File: src/logic/psrp_pkg.sv
// constants for the pci slave read prefetch block
// shared by the block and its bench; no clock or reset here
package psrp_pkg;
	localparam int PF_WORDS = 32;
	localparam int PF_PTR_W = 6;
	localparam int PRIO_W = 2;
	localparam logic [PRIO_W-1:0] PRIO_MEDIUM = 2'h1;
	localparam int LEN_W = 6;
	localparam logic [LEN_W-1:0] LEN_ONE = 6'h01;
	localparam logic [LEN_W-1:0] LEN_BURST = 6'h20;
	localparam logic [PF_PTR_W-1:0] PF_LAST = 6'h1f;
	localparam logic [PF_PTR_W-1:0] PF_END = 6'h20;
	localparam int BUF_CNT_W = 2;
	localparam logic [BUF_CNT_W-1:0] BUF_ENTRIES = 2'h2;
	typedef enum logic [3:0] {
		PF_IDLE = 4'b0001,
		PF_FETCH = 4'b0010,
		PF_FULL = 4'b0100,
		PF_SEND = 4'b1000
	} psrp_pf_type;
endpackage

File: src/logic/psrp_top.sv
// pci target side: retry and prefetch on reads, ordered transfer request queue
// assumes pci-side pins are asynchronous to clk and held across a pci clock edge
`timescale 1ns/100ps
// Notes on behaviour
// - a read is answered with retry, then 32 words are prefetched
// - returned data starts at the requested word, no word dropped
// - prefetch may take any time; no timeout discards or shifts data
// - transfer requests carry the queue priority, medium unless reconfigured
// - outstanding transfer requests are counted; none issued at the limit
// - writes and reads wait in an internal queue while stalled
// - queued writes and reads issue strictly in arrival order
// - the outstanding request limit is an adjustable input setting
module psrp_top
	import psrp_pkg::*;
#(
	parameter int PEND_DEPTH = 4,
	parameter int LIMIT_W = 4
)(
	input wire logic clk,
	input wire logic srst,
	input wire logic pci_clk,
	input wire logic pci_req,
	input wire logic pci_write,
	input wire logic [31:0] pci_addr,
	input wire logic [31:0] pci_wdata,
	input wire logic pci_take,
	output logic pci_retry,
	output logic pci_ack,
	output logic pci_rd_valid,
	output logic [31:0] pci_rd_data,
	input wire logic [LIMIT_W-1:0] tr_limit,
	input wire logic [PRIO_W-1:0] prio_cfg,
	output logic dma_xfer_request_valid,
	input wire logic dma_xfer_request_ready,
	output logic dma_xfer_request_write,
	output logic [31:0] dma_xfer_request_addr,
	output logic [31:0] dma_xfer_request_wdata,
	output logic [LEN_W-1:0] dma_xfer_request_len,
	output logic [PRIO_W-1:0] dma_xfer_request_prio,
	input wire logic dma_xfer_request_done,
	input wire logic mem_rvalid,
	input wire logic [31:0] mem_rdata,
	output logic tr_stalled
);
	localparam int PP_W = $clog2(PEND_DEPTH);
	localparam int PC_W = $clog2(PEND_DEPTH + 1);
	localparam logic [PC_W-1:0] PEND_FULL = PC_W'(PEND_DEPTH);

	// two-flop synchronisers, third flop for clock edge
	logic [67:0] s1_r, s2_r;
	logic pclk_s3_r;
	always_ff @(posedge clk)
	begin
		if (srst)
		begin
			s1_r <= '0;
			s2_r <= '0;
			pclk_s3_r <= 1'b0;
		end
		else
		begin
			s1_r <= {pci_clk, pci_req, pci_write, pci_take, pci_addr, pci_wdata};
			s2_r <= s1_r;
			pclk_s3_r <= s2_r[67];
		end
	end
	logic pedge, req_s, write_s, take_s;
	logic [31:0] addr_s, wdata_s;
	assign pedge = s2_r[67] & ~pclk_s3_r;
	assign req_s = s2_r[66];
	assign write_s = s2_r[65];
	assign take_s = s2_r[64];
	assign addr_s = s2_r[63:32];
	assign wdata_s = s2_r[31:0];

	// state
	logic [64:0] pend_mem [PEND_DEPTH];
	logic [PP_W-1:0] pend_wp_r, pend_rp_r, pend_wp_nxt, pend_rp_nxt;
	logic [PC_W-1:0] pend_cnt_r, pend_cnt_nxt;
	logic [LIMIT_W-1:0] out_cnt_r, out_cnt_nxt;
	logic [31:0] pf_mem [PF_WORDS];
	psrp_pf_type pf_st_r, pf_st_nxt;
	logic [31:0] pf_addr_r, pf_addr_nxt;
	logic [PF_PTR_W-1:0] pf_wp_r, pf_wp_nxt, pf_rp_r, pf_rp_nxt, sent_r, sent_nxt;
	logic [31:0] b0_r, b1_r, b0_nxt, b1_nxt;
	logic [BUF_CNT_W-1:0] bcnt_r, bcnt_nxt;
	logic retry_nxt, ack_nxt, rdv_nxt, stall_nxt;
	logic tv_nxt, tw_nxt;
	logic [31:0] ta_nxt, td_nxt;
	logic [LEN_W-1:0] tl_nxt;
	logic [PRIO_W-1:0] tp_nxt;
	logic push, pop_q, issue, wr_acc, rd_q, pend_full;
	logic [64:0] push_ent, head;
	logic buf_push, buf_pop;

	assign pend_full = (pend_cnt_r == PEND_FULL);
	assign head = pend_mem[pend_rp_r];
	assign issue = !dma_xfer_request_valid && (pend_cnt_r != '0)
		&& (out_cnt_r < tr_limit);
	assign pop_q = issue;

	always_comb
	begin
		pf_st_nxt = pf_st_r;
		pf_addr_nxt = pf_addr_r;
		pf_wp_nxt = pf_wp_r;
		pf_rp_nxt = pf_rp_r;
		sent_nxt = sent_r;
		retry_nxt = 1'b0;
		ack_nxt = 1'b0;
		wr_acc = 1'b0;
		rd_q = 1'b0;
		buf_push = 1'b0;
		buf_pop = pedge && take_s && (bcnt_r != '0);
		if (pedge && req_s)
		begin
			if (write_s)
			begin
				wr_acc = !pend_full;
				ack_nxt = !pend_full;
				retry_nxt = pend_full;
			end
			else
			begin
				case (pf_st_r)
					PF_IDLE:
					begin
						retry_nxt = 1'b1;
						if (!pend_full)
						begin
							rd_q = 1'b1;
							pf_st_nxt = PF_FETCH;
							pf_addr_nxt = addr_s;
							pf_wp_nxt = '0;
						end
					end
					PF_FULL:
					begin
						if (addr_s == pf_addr_r)
						begin
							ack_nxt = 1'b1;
							pf_st_nxt = PF_SEND;
							pf_rp_nxt = '0;
							sent_nxt = '0;
						end
						else
							retry_nxt = 1'b1;
					end
					PF_FETCH:
						retry_nxt = 1'b1;
					default:
						ack_nxt = (pf_st_r == PF_SEND);
				endcase
			end
		end
		// fetch waits as long as memory takes
		if (pf_st_r == PF_FETCH && mem_rvalid)
		begin
			pf_wp_nxt = pf_wp_r + 6'h01;
			if (pf_wp_r == PF_LAST)
				pf_st_nxt = PF_FULL;
		end
		if (pf_st_r == PF_SEND)
		begin
			buf_push = (pf_rp_r < PF_END) && (bcnt_r < BUF_ENTRIES);
			if (buf_push)
				pf_rp_nxt = pf_rp_r + 6'h01;
			if (buf_pop)
			begin
				sent_nxt = sent_r + 6'h01;
				if (sent_r == PF_LAST)
					pf_st_nxt = PF_IDLE;
			end
		end
	end

	// two-entry output buffer
	always_comb
	begin
		b0_nxt = b0_r;
		b1_nxt = b1_r;
		bcnt_nxt = bcnt_r;
		case ({buf_push, buf_pop})
			2'b10:
			begin
				if (bcnt_r == '0)
					b0_nxt = pf_mem[pf_rp_r[4:0]];
				else
					b1_nxt = pf_mem[pf_rp_r[4:0]];
				bcnt_nxt = bcnt_r + 2'h1;
			end
			2'b01:
			begin
				b0_nxt = b1_r;
				bcnt_nxt = bcnt_r - 2'h1;
			end
			2'b11:
			begin
				if (bcnt_r == 2'h1)
					b0_nxt = pf_mem[pf_rp_r[4:0]];
				else
				begin
					b0_nxt = b1_r;
					b1_nxt = pf_mem[pf_rp_r[4:0]];
				end
			end
			default:
				bcnt_nxt = bcnt_r;
		endcase
		rdv_nxt = (bcnt_nxt != '0);
	end

	// arrival-order queue and transfer request issue
	always_comb
	begin
		push = wr_acc || rd_q;
		push_ent = {wr_acc, wr_acc ? addr_s : addr_s, wdata_s};
		pend_wp_nxt = push ? PP_W'(pend_wp_r + 1'b1) : pend_wp_r;
		pend_rp_nxt = pop_q ? PP_W'(pend_rp_r + 1'b1) : pend_rp_r;
		pend_cnt_nxt = PC_W'(pend_cnt_r + PC_W'(push) - PC_W'(pop_q));
		out_cnt_nxt = LIMIT_W'(out_cnt_r
			+ LIMIT_W'(dma_xfer_request_valid && dma_xfer_request_ready)
			- LIMIT_W'(dma_xfer_request_done));
		tv_nxt = dma_xfer_request_valid && !dma_xfer_request_ready;
		tw_nxt = dma_xfer_request_write;
		ta_nxt = dma_xfer_request_addr;
		td_nxt = dma_xfer_request_wdata;
		tl_nxt = dma_xfer_request_len;
		tp_nxt = dma_xfer_request_prio;
		if (issue)
		begin
			tv_nxt = 1'b1;
			tw_nxt = head[64];
			ta_nxt = head[63:32];
			td_nxt = head[31:0];
			tl_nxt = head[64] ? LEN_ONE : LEN_BURST;
			tp_nxt = prio_cfg;
		end
		stall_nxt = (pend_cnt_nxt != '0) && (out_cnt_nxt >= tr_limit);
	end

	always_ff @(posedge clk)
	begin
		if (push)
			pend_mem[pend_wp_r] <= push_ent;
		if (pf_st_r == PF_FETCH && mem_rvalid)
			pf_mem[pf_wp_r[4:0]] <= mem_rdata;
		if (srst)
		begin
			pend_wp_r <= '0;
			pend_rp_r <= '0;
			pend_cnt_r <= '0;
			out_cnt_r <= '0;
			pf_st_r <= PF_IDLE;
			pf_addr_r <= '0;
			pf_wp_r <= '0;
			pf_rp_r <= '0;
			sent_r <= '0;
			b0_r <= '0;
			b1_r <= '0;
			bcnt_r <= '0;
			pci_retry <= 1'b0;
			pci_ack <= 1'b0;
			pci_rd_valid <= 1'b0;
			pci_rd_data <= '0;
			dma_xfer_request_valid <= 1'b0;
			dma_xfer_request_write <= 1'b0;
			dma_xfer_request_addr <= '0;
			dma_xfer_request_wdata <= '0;
			dma_xfer_request_len <= '0;
			dma_xfer_request_prio <= PRIO_MEDIUM;
			tr_stalled <= 1'b0;
		end
		else
		begin
			pend_wp_r <= pend_wp_nxt;
			pend_rp_r <= pend_rp_nxt;
			pend_cnt_r <= pend_cnt_nxt;
			out_cnt_r <= out_cnt_nxt;
			pf_st_r <= pf_st_nxt;
			pf_addr_r <= pf_addr_nxt;
			pf_wp_r <= pf_wp_nxt;
			pf_rp_r <= pf_rp_nxt;
			sent_r <= sent_nxt;
			b0_r <= b0_nxt;
			b1_r <= b1_nxt;
			bcnt_r <= bcnt_nxt;
			if (pedge)
			begin
				pci_retry <= retry_nxt;
				pci_ack <= ack_nxt;
			end
			pci_rd_valid <= rdv_nxt;
			pci_rd_data <= b0_nxt;
			dma_xfer_request_valid <= tv_nxt;
			dma_xfer_request_write <= tw_nxt;
			dma_xfer_request_addr <= ta_nxt;
			dma_xfer_request_wdata <= td_nxt;
			dma_xfer_request_len <= tl_nxt;
			dma_xfer_request_prio <= tp_nxt;
			tr_stalled <= stall_nxt;
		end
	end
endmodule

File: config.mk
export PLATFORM = sky130hd
export DESIGN_NAME = psrp_top
export DESIGN_NICKNAME = d
export VERILOG_FILES = /design/src/logic/psrp_pkg.sv /design/src/logic/psrp_top.sv
export SDC_FILE = /design/constraint.sdc
export NUM_CORES = 2
export LEC_CHECK = 0
export ABC_CLOCK_PERIOD_IN_PS = 4500
export BUFFER_PORTS_ARGS = -buffer_cell sky130_fd_sc_hd__buf_2
export CORE_ASPECT_RATIO = 0.8
export CORE_UTILIZATION = 25
export CTS_BUF_LIST = sky130_fd_sc_hd__clkbuf_16
export DETAILED_ROUTE_END_ITERATION = 10
export SKIP_LAST_GASP = 1
export SLEW_MARGIN = 20
export SYNTH_ARGS = -nofsm -noshare
export SYNTH_HDL_FRONTEND = slang
export SYNTH_SLANG_ARGS = --single-unit
File: constraint.sdc
create_clock -name clk -period 4.5 [get_ports clk]
set_input_delay 0.45 -clock clk [delete_from_list [all_inputs] [get_ports clk]]
set_output_delay 0.45 -clock clk [all_outputs]
set_load 0.005 [all_outputs]
==> After elaboration in Yosys (flattened, before gate mapping) <==
Memories as Yosys holds them, arrays and structs flattened. A register that Yosys moved wholly into a read port is not among the register bits.
Cells that the tools add are included.
{ "op_classes": {"addsub": 11, "magnitude_cmp": 4, "reduce_logical": 28, "bitwise": 4, "muxes": 58, "eq_ne": 17} }
{ "op_table": {"columns": ["operator", "n"], "rows": [
  ["$mux 32", 4],
  ["$mux 6", 18],
  ["$pmux 32 s3", 1],
  ["$pmux 32 s2", 1],
  ["$mux 4", 9],
  ["$eq 32x32->1", 1],
  ["$add 6x1->6 const B", 3],
  ["$mux 1", 18],
  ["$eq 6x5->1 const B", 2],
  ["$logic_and 1x1->1", 10],
  ["$reduce_bool 2->1", 5],
  ["$reduce_bool 3->1", 3],
  ["$pmux 4 s2", 1],
  ["$reduce_and 4->1", 2],
  ["$add 2x1->2 const B", 3],
  ["$lt 6x6->1 const B", 1],
  ["$ne 2x2->1 const B", 3],
  ["$mux 5", 1],
  ["$add 4x1->4", 1],
  ["$eq 2x1->1 const B", 2],
  ["$eq 2x2->1 const B", 2],
  ["$eq 4x1->1 const B", 1],
  ["$eq 4x2->1 const B", 1],
  ["$eq 4x3->1 const B", 1],
  ["21 further kinds", 28]
]} }
{ "totals": {"output_inout_bits": 110, "memories": 2, "inputBits": 111, "regBits": 346, "ramBits": 1284} }
{ "memory_table": {"columns": ["memory", "words", "word_bits", "rd", "rd_ports_with_merged_regs", "write_ports", "line_no", "text"], "rows": [
  ["pf_mem", 32, 32, 1, 1, 1, "psrp_top.sv:81", "logic [31:0] pf_mem [PF_WORDS];"],
  ["pend_mem", 4, 65, 1, 1, 1, "psrp_top.sv:77", "logic [64:0] pend_mem [PEND_DEPTH];"]
]} }

==> Longest topological paths before layout <==
{ "logic_depth": {"word_depth": 10, "depth_mapped": 15, "mapped_depth_nobuf": 13} }

==> Least setup slack after synthesis <==
No wires, ideal clock.
{ "synth_path": {"path_type": "input-to-reg", "from": "input tr_limit[1]", "to": "register tr_stalled", "cell_stages": 14, "path_buffers": 2, "t_arrival_ps": 3123, "setup_slack_ps": 1255, "path_cell_list": "inv_1 ha_1 a21o_1 a21o_1 a21o_1 clkbuf_1 inv_2 clkbuf_1 ha_1 inv_1 ha_1 fa_1 nor2b_1 o32a_1"} }
{ "synth_between": {"elab_chain_len": 5} }
{ "synth_rtl": {"columns": ["item", "line_no", "text"], "rows": [
  ["from (decl)", "psrp_top.sv:31", "input wire logic [LIMIT_W-1:0] tr_limit,"],
  ["$lt 4x4->1", "psrp_top.sv:99", "&& (out_cnt_r < tr_limit);"],
  ["$logic_and 1x1->1", "psrp_top.sv:99", null],
  ["net issue", "psrp_top.sv:92", "logic push, pop_q, issue, wr_acc, rd_q, pend_full;"],
  ["$sub 3x1->3", "psrp_top.sv:220", "pend_cnt_nxt = PC_W'(pend_cnt_r + PC_W'(push) - PC_W'(pop_q));"],
  ["net pend_cnt_nxt[1]", "psrp_top.sv:79", "logic [PC_W-1:0] pend_cnt_r, pend_cnt_nxt;"],
  ["$reduce_bool 3->1", "psrp_top.sv:239", "stall_nxt = (pend_cnt_nxt != '0) && (out_cnt_nxt >= tr_limit);"],
  ["$logic_and 1x1->1", "psrp_top.sv:239", null],
  ["to (signal assigned)", "psrp_top.sv:301", "tr_stalled <= stall_nxt;"],
  ["to (decl)", "psrp_top.sv:43", "output logic tr_stalled"]
]} }
The timed path passes the listed nets, and every way through them passes these cells.
A chain may end at the register's enable or synchronous reset.

==> Final worst setup path <==
{ "layout_path": {"from": "register pf_st_r[2]", "to": "memory pf_mem[16][2] (enable)"} }
{ "layout_between": {"elab_chain_len": 4} }
{ "layout_rtl": {"columns": ["item", "line_no", "text"], "rows": [
  ["from (decl)", "psrp_top.sv:82", "psrp_pf_type pf_st_r, pf_st_nxt;"],
  ["from (signal assigned)", "psrp_top.sv:280", "pf_st_r <= pf_st_nxt;"],
  ["$eq 4x2->1", "psrp_top.sv:246", "if (pf_st_r == PF_FETCH && mem_rvalid)"],
  ["$logic_and 1x1->1", "psrp_top.sv:246", null],
  ["$mux 1", "psrp_top.sv:246", null],
  ["$mux 1 (implied by the code)", "psrp_top.sv:247", "pf_mem[pf_wp_r[4:0]] <= mem_rdata;"],
  ["to (decl)", "psrp_top.sv:81", null]
]} }
No other way between the ends.

==> results.json <==
{
  "worst_slack_ns": 0.840,
  "core-area_um2": 242000,
  "wl_per_cell_um": 22.1,
  "die_w_um": 555,
  "worstPathMaxFanout": 24,
  "hp-class": "primary input to register",
  "worstPathArrival_ns": 4.17,
  "ys_seq_area_share_pct": 74.4,
  "startpoint_type": "register",
  "cts.clk_slew.worst_paths_ns": 0.06,
  "num_rows": 161,
  "cp-end-kind": "register",
  "via_per_inst": 4.60,
  "regArea_um2": 45400,
  "status": "finished clean",
  "grt-ovfl-total": 0,
  "synth.yosys.warnings": 0,
  "ctsRootBufferMaster": "clkbuf_16",
  "grt_pass1_vias": 32952,
  "drive_above_1_share_pct": 20.4,
  "final_cells": 7225,
  "drt_iter0_drc": 3355,
  "total_power_mw": 32.8,
  "drv_cap": 0,
  "htreeDepth": 4,
  "die-area_um2": 246000,
  "place_inst": 6848,
  "dp_hpwl_mm": 93.7,
  "firstDrtPassIters": 6,
  "cts_buffer_depth": 4,
  "cts.sinks": 1627,
  "synth_area_um2": 61100,
  "yosysTopAreaCell": "edfxtp_1",
  "insertion_delay_ns": 0.89,
  "cts_tree": "yes",
  "nets": 4053,
  "finalCriticalPeriod_ns": 3.66,
  "tightest_slew_ns": 1.07,
  "tns_ns": 0,
  "synth.distinct_cells": 61,
  "setup_violations": 0,
  "synthToLayoutAreaGrowth_pct": 18.9,
  "fmaxAchievable_ghz": 0.273,
  "multi_input_area_um2": 14900,
  "place_worst_setup_slack_ns": 0.847,
  "ant_nets": 0,
  "postSynth.asyncResetShare_pct": 0,
  "whs_ns": 0.0610,
  "synth_edf_count": 1284,
  "synth-main-ff-cell": "edfxtp_1",
  "drt_wl_total_mm": 159,
  "fin_crit_sh_pct": 81.3,
  "io_buffers": 216,
  "ir_drop_mv": 0.289,
  "grt_max_degree": 146,
  "synth-seq-cells": 1627,
  "fin_skew_ns": 0.127,
  "track_usage_pct": 12.6,
  "final_common_cell": "edfxtp_1",
  "synth_top_area_share_pct": 63.1,
  "grt_pass1_wl_mm": 229,
  "drcViolationCount": 0,
  "antenna_found_initial": 15,
  "finalHoldViolations": 0,
  "avgSynthCellArea_um2": 17.1,
  "fill_cells": 23610,
  "vias": 33212,
  "gp_congestion": 0.782,
  "p_per_area_nw_per_um2": 452,
  "p_leak_nw": 22.9,
  "start_util_pct": 25.3,
  "io_pins": 221,
  "critPathKind": "register to register",
  "slew-limit-headroom_pct": 28.8,
  "rsz0062_at_grt": "false",
  "final_cell_mix": "edfxtp_1 (1284), dfxtp_1 (337), mux2i_1 (290), nand2_1 (225), buf_2 (215)",
  "cts_buffers": 169,
  "dieHeight_um": 444,
  "syn_inst": 3572,
  "slew_violations": 0,
  "cp_data_required_time_ns": 5.01,
  "synth_area_leaders": "edfxtp_1 (63%), dfxtp_1 (11%), mux4_2 (7.1%)"
}
power breakdown:
part           internal, mW  switching (mW)
combinational         0.952            1.30
clock                  7.79            5.90
sequential             16.5           0.344
total                  25.3            7.54
per-stage QoR:
stage | cell area, um2 | util, %
final | 72600 | 30.0
after global routing | 72600 | 30.0
after CTS | 72600 | 30.0
after detailed placement | 66500 | 27.5
after global placement | 66500 | 27.5
after floorplan | 61100 | -
layout make-up:
type,count,area share (%)
multi-input cells,1705,20.5
clock buffers,173,5.96
inverters,30,0.172
diodes,6,0.0207
repair buffers,379,3.87
flip-flops and latches,1627,62.6
well taps,3178,5.47
clock inverters,127,1.43
logic make-up (layout without fill, tap and decap cells):
kind of cell / Yosys count / count (layout) / share of synthesized area, %
multiplexers: 484 / 484 / 11.9
XOR/XNOR: 41 / 41 / 0.588
other: 1 / 10 / 0.00614
AND/OR/NAND/NOR: 608 / 608 / 4.66
AO/OA/AOI/OAI: 538 / 538 / 6.08
adder cells (fa/ha/maj): 30 / 30 / 0.639
buffers and inverters: 243 / 709 / 1.78
flip-flops: 1627 / 1627 / 74.4
cell usage after synthesis (3+ instances only):
library cell and count:
o221ai_1 126, or3_1 8, buf_1 21, ha_1 28, nand2b_1 9, mux4_2 193, nor2b_1 143, nor2_1 160
o21ai_1 22, a21oi_2 9, mux2i_1 290, a21o_1 6, a221oi_1 3, nand3b_1 6, inv_1 27, buf_2 52
a31oi_1 6, clkbuf_1 122, a311oi_1 3, nand4_1 10, a221oi_2 30, nand3_1 18, xnor2_1 39, a21oi_1 172
dfxtp_1 343, buf_6 8, o21ai_0 52, nand2_1 226, and3_1 4, and2_1 9, buf_4 10, nor3_1 3
edfxtp_1 1284, o22ai_1 96
worst max-delay path, stage by stage, from the launching register on:
cell     delay (ns)
dfxtp_1        0.34
nor2_1         0.22
nand3_1        0.14
nor2_1         0.62
nand2_1        0.73
nor2_4         1.00
buf_4          0.33
state kept, by name, indices dropped and copies added (netlist names), 3 cells and up, named ones only:
signal                  count
pf_mem                   1024
pend_mem                  260
s1_r                       68
s2_r                       68
b0_r                       32
b1_r                       32
dma_xfer_request_addr      32
dma_xfer_request_wdata     32
pf_addr_r                  32
pf_rp_r                     6
pf_wp_r                     6
sent_r                      6
out_cnt_r                   4
pf_st_r                     4
pend_cnt_r                  3
worst paths after layout:
kind | start | to | slack (ns) | cells past startpoint
hold reg to reg | s1_r[32] | s2_r[32] | 0.37 | 1
setup / recovery | pf_st_r[2] | pf_mem[16][2] | 0.84 | 6
setup reg to reg | pf_st_r[2] | pf_mem[16][2] | 0.84 | 6
hold / removal | mem_rdata[21] | pf_mem[21][21] | 0.06 | 1
timing repair:
| action | 4_1_cts | 5_1_grt |
|---|---|---|
| gates resized for setup | 0 | 0 |
| hold buffers | 71 | 0 |
| endpoints found under the hold margin | 71 | 0 |
| buffers inserted | 0 | 0 |
metal layers:
layer / global-route usage (%) / vias up / wire length [um]
li1: - / 14657 / -
met1: 17.9 / 17078 / 72600
met2: 19.0 / 1197 / 70400
met4: 4.13 / 0 / 5020
met5: 0 / - / 0
met3: 2.68 / 280 / 11400
No activity file was read; power rests on OpenSTA's default activity.
